**src/octal_switch_regs.vh**
```
// constants of the octal switch serial control and diagnosis block
`ifndef OCTAL_SWITCH_REGS_VH
`define OCTAL_SWITCH_REGS_VH

`define FRAME_BITS        5'h10
`define FRAME_CNT_W       5
`define CTRL_DIAG_ONLY    8'h00
`define CODE_NO_FAULT     2'h3
`define CODE_OVERLOAD     2'h2
`define CODE_OPEN_LOAD    2'h1
`define CODE_SHORT_GND    2'h0
`define DIAG_RESET_VALUE  16'hffff
`define OUTPUT_RESET      8'h00
`define PAR_CHANNELS      4

`endif

```
**src/sync2.v**
```verilog
// two-flop synchroniser for pins from outside the core clock domain
`timescale 1ns/1ps
`default_nettype none

module sync2 #(
    parameter W = 1
) (
    input  wire         core_clk,  // core clock
    input  wire         rst_n,     // synchronous reset, active low
    input  wire [W-1:0] async_in,  // raw pin level
    input  wire [W-1:0] rst_val,   // level held during reset
    output wire [W-1:0] sync_out   // synchronised level
);

    reg [W-1:0] meta_reg;
    reg [W-1:0] stable_reg;

    always @(posedge core_clk)
    begin
        if (!rst_n)
        begin
            meta_reg   <= rst_val;
            stable_reg <= rst_val;
        end
        else
        begin
            meta_reg   <= async_in;
            stable_reg <= meta_reg;
        end
    end

    assign sync_out = stable_reg;

endmodule // sync2

`default_nettype wire

```
**src/channel_diag.v**
```verilog
// held two-bit diagnosis code of one power channel
`timescale 1ns/1ps
`default_nettype none
`include "octal_switch_regs.vh"

module channel_diag (
    input  wire       core_clk,        // core clock
    input  wire       rst_n,           // synchronous reset, active low
    input  wire       overload,        // current limit active (sync)
    input  wire       open_load,       // open-load detector (sync)
    input  wire       short_gnd,       // short-to-ground detector (sync)
    input  wire       clear,           // one-cycle clear at frame end
    output reg  [1:0] code_reg         // held code, 2'h3 = no fault
);

    reg [1:0] live_code;
    reg [1:0] live_prev_reg;
    wire      new_error;

    // priority among simultaneous detectors: overload first
    always @*
    begin
        if (overload)
            live_code = `CODE_OVERLOAD;
        else if (short_gnd)
            live_code = `CODE_SHORT_GND;
        else if (open_load)
            live_code = `CODE_OPEN_LOAD;
        else
            live_code = `CODE_NO_FAULT;
    end

    // a fault that is present or appears right at the clear wins over it
    assign new_error = (live_code != `CODE_NO_FAULT) && (live_code != live_prev_reg);

    always @(posedge core_clk)
    begin
        if (!rst_n)
        begin
            code_reg      <= `CODE_NO_FAULT;
            live_prev_reg <= `CODE_NO_FAULT;
        end
        else
        begin
            live_prev_reg <= live_code;
            if (new_error)
                code_reg <= live_code;
            else if (clear)
                code_reg <= live_code;
        end
    end

endmodule // channel_diag

`default_nettype wire

```
**src/octal_switch_spi.v**
```verilog
// serial control and diagnosis logic of an eight-channel low-side switch
`timescale 1ns/1ps
`default_nettype none
`include "octal_switch_regs.vh"

// Operation
// - fault flag goes low as soon as any channel reports an error.
// - a fault is latched into the held diagnosis register.
// - a new error overwrites the code previously held for that channel.
// - serial data out is high impedance while chip select is high.
// - with chip select low all diagnosis bits shift out in turn.
// - rising chip select reloads every held code from the live detectors, so a fault still present stays held.
// - each channel reports a two-bit code, sixteen bits in total.
// - no fault reports high-high.
// - current limiting from overload, supply short or heat reports high-low.
// - open load reports low-high.
// - short to ground reports low-low.
// - control byte ff accepts the data byte as the new output state.
// - any control byte other than 00 is valid and the data is accepted.
// - control byte 00 is diagnosis only; data discarded, outputs unchanged.
// - outputs follow data bits; channels one to four ANDed with parallel inputs.
// - newly accepted outputs switch at the rising edge of chip select.
// - a frame is accepted only after exactly sixteen clock pulses.
// - input sampled msb first on falling clock; output changes on rising.
// - falling chip select loads the current diagnosis into the shift register.
// - reset low clears the input shift register, fills the output shift register with ones and forces all outputs off.
module octal_switch_spi (
    input  wire       core_clk,                // core clock, 250 MHz
    input  wire       rst_n,                   // synchronous reset, active low
    input  wire       cs_n,                    // chip select pin, active low
    input  wire       sclk,                    // serial clock pin
    input  wire       si,                      // serial data in pin
    output reg        so_o,                    // serial data out value
    output reg        so_oe,                   // serial data out enable
    output wire       fault_n_o,               // fault flag output, always 0
    output reg        fault_n_oe,              // fault flag enable, high pulls low
    input  wire       prg,                     // parallel inputs high active when 1
    input  wire       parallel_drive_input_1,  // parallel input channel 1
    input  wire       parallel_drive_input_2,  // parallel input channel 2
    input  wire       parallel_drive_input_3,  // parallel input channel 3
    input  wire       parallel_drive_input_4,  // parallel input channel 4
    input  wire [7:0] overload,                // current limit per channel
    input  wire [7:0] open_load,               // open-load detector per channel
    input  wire [7:0] short_gnd,               // short-to-ground detector per channel
    output reg  [7:0] power_output,            // channel on, bit 0 = channel 1
    output reg  [7:0] out_latch_reg            // serial switching state held
);

    wire [2:0]  pin_s;
    wire [3:0]  par_s;
    wire        prg_s;
    wire [23:0] det_s;
    wire        cs_n_s;
    wire        sclk_s;
    wire        si_s;
    reg         cs_n_d_reg;
    reg         sclk_d_reg;
    reg  [15:0] shift_in_reg;
    reg  [15:0] shift_out_reg;
    reg  [4:0]  pulse_cnt_reg;
    reg         cnt_over_reg;
    wire        cs_fall;
    wire        cs_rise;
    wire        sclk_rise;
    wire        sclk_fall;
    wire        frame_ok;
    wire [15:0] diag_word;
    wire [3:0]  par_active;
    reg  [7:0]  power_next;

    // pins cross into the core domain before any logic sees them
    sync2 #(
        .W (3)
    ) u_sync_spi (
        .core_clk (core_clk),
        .rst_n    (rst_n),
        .async_in ({cs_n, sclk, si}),
        .rst_val  (3'h4),
        .sync_out (pin_s)
    );

    // prg is a pin as well, so it shares the parallel synchroniser
    sync2 #(
        .W (5)
    ) u_sync_par (
        .core_clk (core_clk),
        .rst_n    (rst_n),
        .async_in ({prg, parallel_drive_input_4, parallel_drive_input_3,
                    parallel_drive_input_2, parallel_drive_input_1}),
        .rst_val  (5'h10),
        .sync_out ({prg_s, par_s})
    );

    sync2 #(
        .W (24)
    ) u_sync_det (
        .core_clk (core_clk),
        .rst_n    (rst_n),
        .async_in ({overload, open_load, short_gnd}),
        .rst_val  (24'h000000),
        .sync_out (det_s)
    );

    assign cs_n_s = pin_s[2];
    assign sclk_s = pin_s[1];
    assign si_s   = pin_s[0];

    assign cs_fall   = cs_n_d_reg && !cs_n_s;
    assign cs_rise   = !cs_n_d_reg && cs_n_s;
    // clock edges only count while selected; otherwise ignored
    assign sclk_rise = !cs_n_s && !cs_n_d_reg && !sclk_d_reg && sclk_s;
    assign sclk_fall = !cs_n_s && !cs_n_d_reg && sclk_d_reg && !sclk_s;

    // per-channel held diagnosis, codes packed channel 8 first
    genvar ch;
    generate
        for (ch = 0; ch < 8; ch = ch + 1)
        begin : g_diag
            channel_diag u_diag (
                .core_clk  (core_clk),
                .rst_n     (rst_n),
                .overload  (det_s[16 + ch]),
                .open_load (det_s[8 + ch]),
                .short_gnd (det_s[ch]),
                .clear     (cs_rise),
                .code_reg  (diag_word[2*ch+1:2*ch])
            );
        end
    endgenerate

    always @(posedge core_clk)
    begin
        if (!rst_n)
        begin
            cs_n_d_reg <= 1'b1;
            sclk_d_reg <= 1'b0;
        end
        else
        begin
            cs_n_d_reg <= cs_n_s;
            sclk_d_reg <= sclk_s;
        end
    end

    // input shifter and pulse counter
    always @(posedge core_clk)
    begin
        if (!rst_n)
        begin
            shift_in_reg  <= 16'h0000;
            pulse_cnt_reg <= 5'h00;
            cnt_over_reg  <= 1'b0;
        end
        else if (cs_fall)
        begin
            pulse_cnt_reg <= 5'h00;
            cnt_over_reg  <= 1'b0;
        end
        else if (sclk_fall)
        begin
            shift_in_reg <= {shift_in_reg[14:0], si_s};
            if (pulse_cnt_reg == `FRAME_BITS)
                cnt_over_reg <= 1'b1;
            else
                pulse_cnt_reg <= pulse_cnt_reg + 5'h01;
        end
    end

    assign frame_ok = (pulse_cnt_reg == `FRAME_BITS) && !cnt_over_reg;

    // output shifter: first bit presented at select, next bits on rising clock
    always @(posedge core_clk)
    begin
        if (!rst_n)
            shift_out_reg <= `DIAG_RESET_VALUE;
        else if (cs_fall)
            shift_out_reg <= diag_word;
        else if (sclk_rise && pulse_cnt_reg != 5'h00)
            shift_out_reg <= {shift_out_reg[14:0], 1'b1};
    end

    always @(posedge core_clk)
    begin
        if (!rst_n)
        begin
            so_o  <= 1'b0;
            so_oe <= 1'b0;
        end
        else
        begin
            so_o  <= shift_out_reg[15];
            so_oe <= !cs_n_s && !cs_n_d_reg;
        end
    end

    // output latch updates only when the frame closes
    always @(posedge core_clk)
    begin
        if (!rst_n)
            out_latch_reg <= `OUTPUT_RESET;
        else if (cs_rise && frame_ok &&
                 shift_in_reg[15:8] != `CTRL_DIAG_ONLY)
            out_latch_reg <= shift_in_reg[7:0];
    end

    // low-active parallel inputs are inverted when prg is low
    assign par_active = prg_s ? par_s : ~par_s;

    always @*
    begin
        power_next = out_latch_reg;
        power_next[3:0] = out_latch_reg[3:0] & par_active;
    end

    always @(posedge core_clk)
    begin
        if (!rst_n)
        begin
            power_output <= `OUTPUT_RESET;
            fault_n_oe   <= 1'b0;
        end
        else
        begin
            power_output <= power_next;
            fault_n_oe   <= (diag_word != `DIAG_RESET_VALUE);
        end
    end

    assign fault_n_o = 1'b0;

endmodule // octal_switch_spi

`default_nettype wire

```
**config.mk**
```make
export PLATFORM = sky130hd
export DESIGN_NAME = octal_switch_spi
export DESIGN_NICKNAME = d
export VERILOG_FILES = /design/src/sync2.v /design/src/channel_diag.v /design/src/octal_switch_spi.v
export VERILOG_INCLUDE_DIRS = /design/src
export SDC_FILE = /design/constraint.sdc
export NUM_CORES = 1
export LEC_CHECK = 0
export BUFFER_PORTS_ARGS = -buffer_cell sky130_fd_sc_hd__buf_2
export CORE_MARGIN = 10
export CORE_UTILIZATION = 53
export DETAILED_ROUTE_END_ITERATION = 6
export HOLD_SLACK_MARGIN = 0.03
export PLACE_DENSITY = 0.76
export SLEW_MARGIN = 10
export SYNTH_ARGS = -nofsm -noshare
export SYNTH_HDL_FRONTEND = slang
export SYNTH_HIERARCHICAL = 1
export SYNTH_SLANG_ARGS = --single-unit
```
**constraint.sdc**
```tcl
create_clock -name core_clk -period 2.7 [get_ports core_clk]
set_clock_uncertainty 0.2 [all_clocks]
set_input_delay 0.54 -clock core_clk [delete_from_list [all_inputs] [get_ports core_clk]]
set_output_delay 0.54 -clock core_clk [all_outputs]
set_load 0.1 [all_outputs]
```
### Yosys cells after proc, flatten, opt, wreduce, memory -nomap -nowiden

Cells that the tools add are included.

| word-level totals | value |
|---|---|
| output and inout bits | 20 |
| logic and storage cells | 139 |
| bits in registers | 155 |
| bits of input ports | 34 |

| operators by class | value |
|---|---|
| muxes and demuxes | 43 |
| bitwise logic cells | 5 |
| equality and inequality tests | 18 |
| reductions and logical operators | 39 |
| $add $sub $neg | 1 |

Operator list:

| cell | count |
|---|---|
| two-way mux 2 bit | 40 |
| two-way mux 16 bit | 2 |
| logical AND 1 bit | 19 |
| nonzero test 2 bit | 9 |
| inequality test 16 bit, second input constant | 1 |
| inequality test 2 bit | 8 |
| inequality test 2 bit, second input constant | 8 |
| nonzero test 8 bit | 1 |
| AND reduction 2 bit | 3 |
| adder 5 x 1 -> 5 bit, second input constant | 1 |
| == test 5 bit, second input constant | 1 |
| zero test 1 bit | 5 |
| nonzero test 5 bit | 1 |
| bitwise AND 4 bit | 1 |
| two-way mux 4 bit | 1 |
| inverter 4 bit | 1 |
| inverter 1 bit | 3 |
| OR reduction 2 bit | 1 |

### Logic depth before layout (Yosys ltp)

| depth | value |
|---|---|
| depth after elaboration | 7 |
| mapped depth | 6 |
| gate-level depth less buffers | 5 |

### Modules after synthesis

Netlist, hierarchy kept.

By module, submodules not included:

| module | times used | seq. area each (um2) | cells an instance | area each (um2) |
|---|---|---|---|---|
| octal_switch_spi | 1 | 1181.1 | 282 | 2552.4 |
| sync2 (u_sync_det) | 1 | 960.9 | 101 | 1620.3 |
| channel_diag | 8 | 80.1 | 22 | 197.7 |
| sync2 (u_sync_par) | 1 | 200.2 | 21 | 361.6 |
| sync2 (u_sync_spi) | 1 | 120.1 | 13 | 221.5 |

### Worst setup path after synthesis

No wires, ideal clock.

| timing path | value |
|---|---|
| kind | reg2reg |
| from | reg u_sync_spi.stable_reg[2] (netlist: u_sync_spi/sync_out[2]) |
| to | reg g_diag[0].u_diag.code_reg[0] |
| arrival | 2.384 ns |
| slack | 0.019 ns |
| clock period less this slack | 2.681 ns |
| stages on the path, launching flop included | 7 |
| path buffers | 2 |
| setup time | 0.097 ns |
| required time | 2.403 ns |
| cell sequence | dfxtp_1 > clkbuf_1 > clkbuf_1 > nor2b_1 > inv_1 > a211o_1 > o311ai_1 |

| on the way | value |
|---|---|
| cells in the longest elaborated chain, start to end | 2 |

Ends and longest elaborated chain:

| item | line | source |
|---|---|---|
| from (decl) | sync2.v:16 | `reg [W-1:0] stable_reg;` |
| from (signal assigned) | sync2.v:23 | `stable_reg <= rst_val;` |
| from (signal assigned) | sync2.v:28 | `stable_reg <= meta_reg;` |
| logical AND 1 bit | octal_switch_spi.v:109 | `assign cs_rise = !cs_n_d_reg && cs_n_s;` |
| net cs_rise | octal_switch_spi.v:63 | `wire cs_rise;` |
| nonzero test 2 bit (no line) | - |  |
| to (signal assigned) | channel_diag.v:40 | `` code_reg <= `CODE_NO_FAULT; `` |
| to (signal assigned) | channel_diag.v:47 | `code_reg <= live_code;` |
| to (signal assigned) | channel_diag.v:49 | `code_reg <= live_code;` |
| to (decl) | channel_diag.v:13 | `output reg [1:0] code_reg` |

The timed path passes the listed nets, and every way through them passes these cells.
A chain may end at the register's enable or synchronous reset.

### Final worst setup path

| timing path | value |
|---|---|
| from | reg u_sync_spi.stable_reg[2] (netlist: u_sync_spi/sync_out[2]) |
| to | reg out_latch_reg[6] |

| on the way | value |
|---|---|
| cells in the longest elaborated chain, start to end | 3 |

Ends and longest elaborated chain:

| item | line | source |
|---|---|---|
| logical AND 1 bit | octal_switch_spi.v:109 |  |
| logical AND 1 bit | octal_switch_spi.v:201 | `else if (cs_rise && frame_ok &&` |
| logical AND 1 bit (no line) | - |  |
| to (signal assigned) | octal_switch_spi.v:200 | `` out_latch_reg <= `OUTPUT_RESET; `` |
| to (signal assigned) | octal_switch_spi.v:203 | `out_latch_reg <= shift_in_reg[7:0];` |
| to (decl) | octal_switch_spi.v:46 | `output reg [7:0] out_latch_reg` |

Every way passes these cells.

==> flow_summary.yaml <==
pwr:
  ir_drop_mv: 0.465
  cellPowerDensity_nw_per_um2: 745
  p_leak_nw: 3.31
  power.total_mw: 5.61
logic_synthesis:
  synth-edff-count: 0
  ys_seq_area_share_pct: 49.0
  synth_ff_type: "dfxtp_1"
  syn-cell-area_sq_um: 6340
  syn_avg_cell_area_sq_um: 10.7
  muxShareOfSynthArea_pct: 17.3
  synth.ff_latch_count: 155
  ys.warnings.count: 6
  synth_top_family_by_area: "multiplexers"
  synth-compound-area-share_pct: 11.6
  yosys.area_share.simple_pct: 14.5
  synth.distinct_cells: 49
  syn_inst: 593
  synth_fa_ha_area_share_pct: 0.395
  synth-async-reset-ratio_pct: 0
  synthXorXnorAreaFrac_pct: 1.66
final_layout:
  fillers: 869
  syn_to_final_growth_pct: 18.8
  layout_commonest_cell: "dfxtp_1"
  drive_gt1_share_pct: 25.1
  fin_nets: 740
  layout_common_cells: "dfxtp_1 (155), conb_1 (65), nand2_1 (57)"
  diodes: 0
  finalNonFillerCells: 860
clocking:
  cts_root_buf: "clkbuf_16"
  numCtsBuffers: 17
  clockBufferDepth: 2
  path_clk_slew_ps: 60
  worstSkewPairLatency_ps: 420
  ctsHoldBuffers: 0
  cts_setup_buffers: 0
  cts_sinks: 155
  post_cts_resize_count: 0
  cts_tree: "yes"
  htree_num_levels: 4
timing:
  hold_viol_final: 0
  relSlewSlack_pct: 54.1
  slew_viol_final: 0
  grt_setup_unrepaired: "false"
  tightest_slew_ps: 683
  fmax_ghz: 0.450
  min_period_over_period_pct: 82.3
  tns_ps: 0
  finalSetupViolCount: 0
  min_period_ps: 2220
worst_hold_path:
  hold_class: "input pin to flop"
die:
  die_w_um: 129
  core_area_sq_um: 11600
  start_util_pct: 54.8
  die_y_um: 129
  ios: 54
  num_rows: 39
  dieArea_sq_um: 16700
setup_path:
  cp.arrival_ps: 2370
  end_kind: "flop"
  critPathMaxFanout: 22
  cp_data_required_time_ps: 2850
  worst-setup-path-type: "flop to flop"
  start_kind: "flop"
detailed_routing:
  drt-pass1-iter-count: 4
  detail-route-antenna-nets: 0
  drc: 0
  routed_via_density: 5.11
  routed_wirelength_mm: 11.4
  num_vias: 4394
  drt_iter0_markers: 201
  wl_per_cell_um: 13.2
global_routing:
  grt_max_degree: 121
  antenna_found_initial: 0
  grt_pass1_vias: 4241
  grt_use_total_pct: 14.0
  grt_overflow: 0
  grt_pass1_wl_mm: 19.0
place:
  hpwl_mm: 7.53
  place_congestion: 0.716
  portBuffers: 52
  dp_cells: 828
outcome:
  outcome: "finished clean"
flow_run:
  maxCapViolCount: 0
==> area by class of cell <==
cell class | instances | area (sq um) | share of cell area, %
timing repair buffer | 60 | 335 | 4.45
tap | 143 | 179 | 2.38
clock inverter | 13 | 191 | 2.54
inverter | 40 | 150 | 1.99
multi-input combinational | 430 | 3130 | 41.6
clock buffer | 19 | 443 | 5.88
sequential | 155 | 3100 | 41.2
==> layer usage <==
| metal | track usage, % | routed length, um | vias to the layer above | part of all wire [%] |
|---|---|---|---|---|
| li1 | - | - | 2238 | - |
| met1 | 15.0 | 4960 | 2074 | 44 |
| met2 | 24.5 | 5780 | 69 | 51 |
| met3 | 5.10 | 485 | 13 | 4.3 |
| met4 | 5.95 | 159 | 0 | 1.4 |
| met5 | 0 | 0 | - | 0 |
==> cells by family (layout without fill, tap and decap cells) <==
family          after synthesis  in the layout
buf+inv                      71            132
xor+xnor                     12             12
mux                          88             88
other cells                   2             65
fa+ha+maj                     2              2
simple gates                164            164
flops                       155            155
compound gates               99             99
==> worst max-delay path: stages (launching register included) <==
cell and delay, ps:
dfxtp_1 730, or3b_1 450, a211oi_4 500, mux2i_1 270
==> synthesized netlist by cell type (all sizes together), types with 9 or more instances <==
cell type  count  share of area (%)
dfxtp        155                 49
o21ai         20                1.6
buf           16                2.2
nor3           9               0.71
a21oi         21                1.8
mux2i         24                3.8
nand2         57                3.4
and3b         14                1.9
inv           40                2.4
mux2          64                 14
clkbuf        15               0.89
nor4b          9                2.1
a211oi        24                3.7
nor2          38                2.3
==> stage by stage <==
| stage | worst slack (ps) | hold WS (ps) | utilization (%) | area, sq um |
|---|---|---|---|---|
| after global placement | 583 | 222 | 59.6 | 6900 |
| after detailed placement | 486 | 234 | 59.6 | 6900 |
| final | 479 | 140 | 65.1 | 7530 |
| after floorplan | 19.3 | 217 | - | 6570 |
| after CTS | 426 | 123 | 65.1 | 7530 |
| after global routing | 364 | 121 | 65.1 | 7530 |
==> final timing paths <==
check | start | to | slack [ps] | cells after the start
setup / recovery | u_sync_spi/sync_out[2] | out_latch_reg[6] | 480 | 3
hold / removal | overload[6] | u_sync_det/meta_reg[22] | 140 | 2
setup reg to reg | u_sync_spi/sync_out[2] | out_latch_reg[6] | 480 | 3
hold reg to reg | u_sync_spi/sync_out[0] | shift_in_reg[0] | 250 | 2
==> report_power, final <==
group	switching [mW]	leakage, nW	internal [mW]
Sequential	0.125	1.29	2.45
Combinational	0.251	1.73	0.278
Clock	0.934	0.300	1.58
Total	1.31	3.31	4.30
Note: power is estimated with default switching activity, not from simulation.
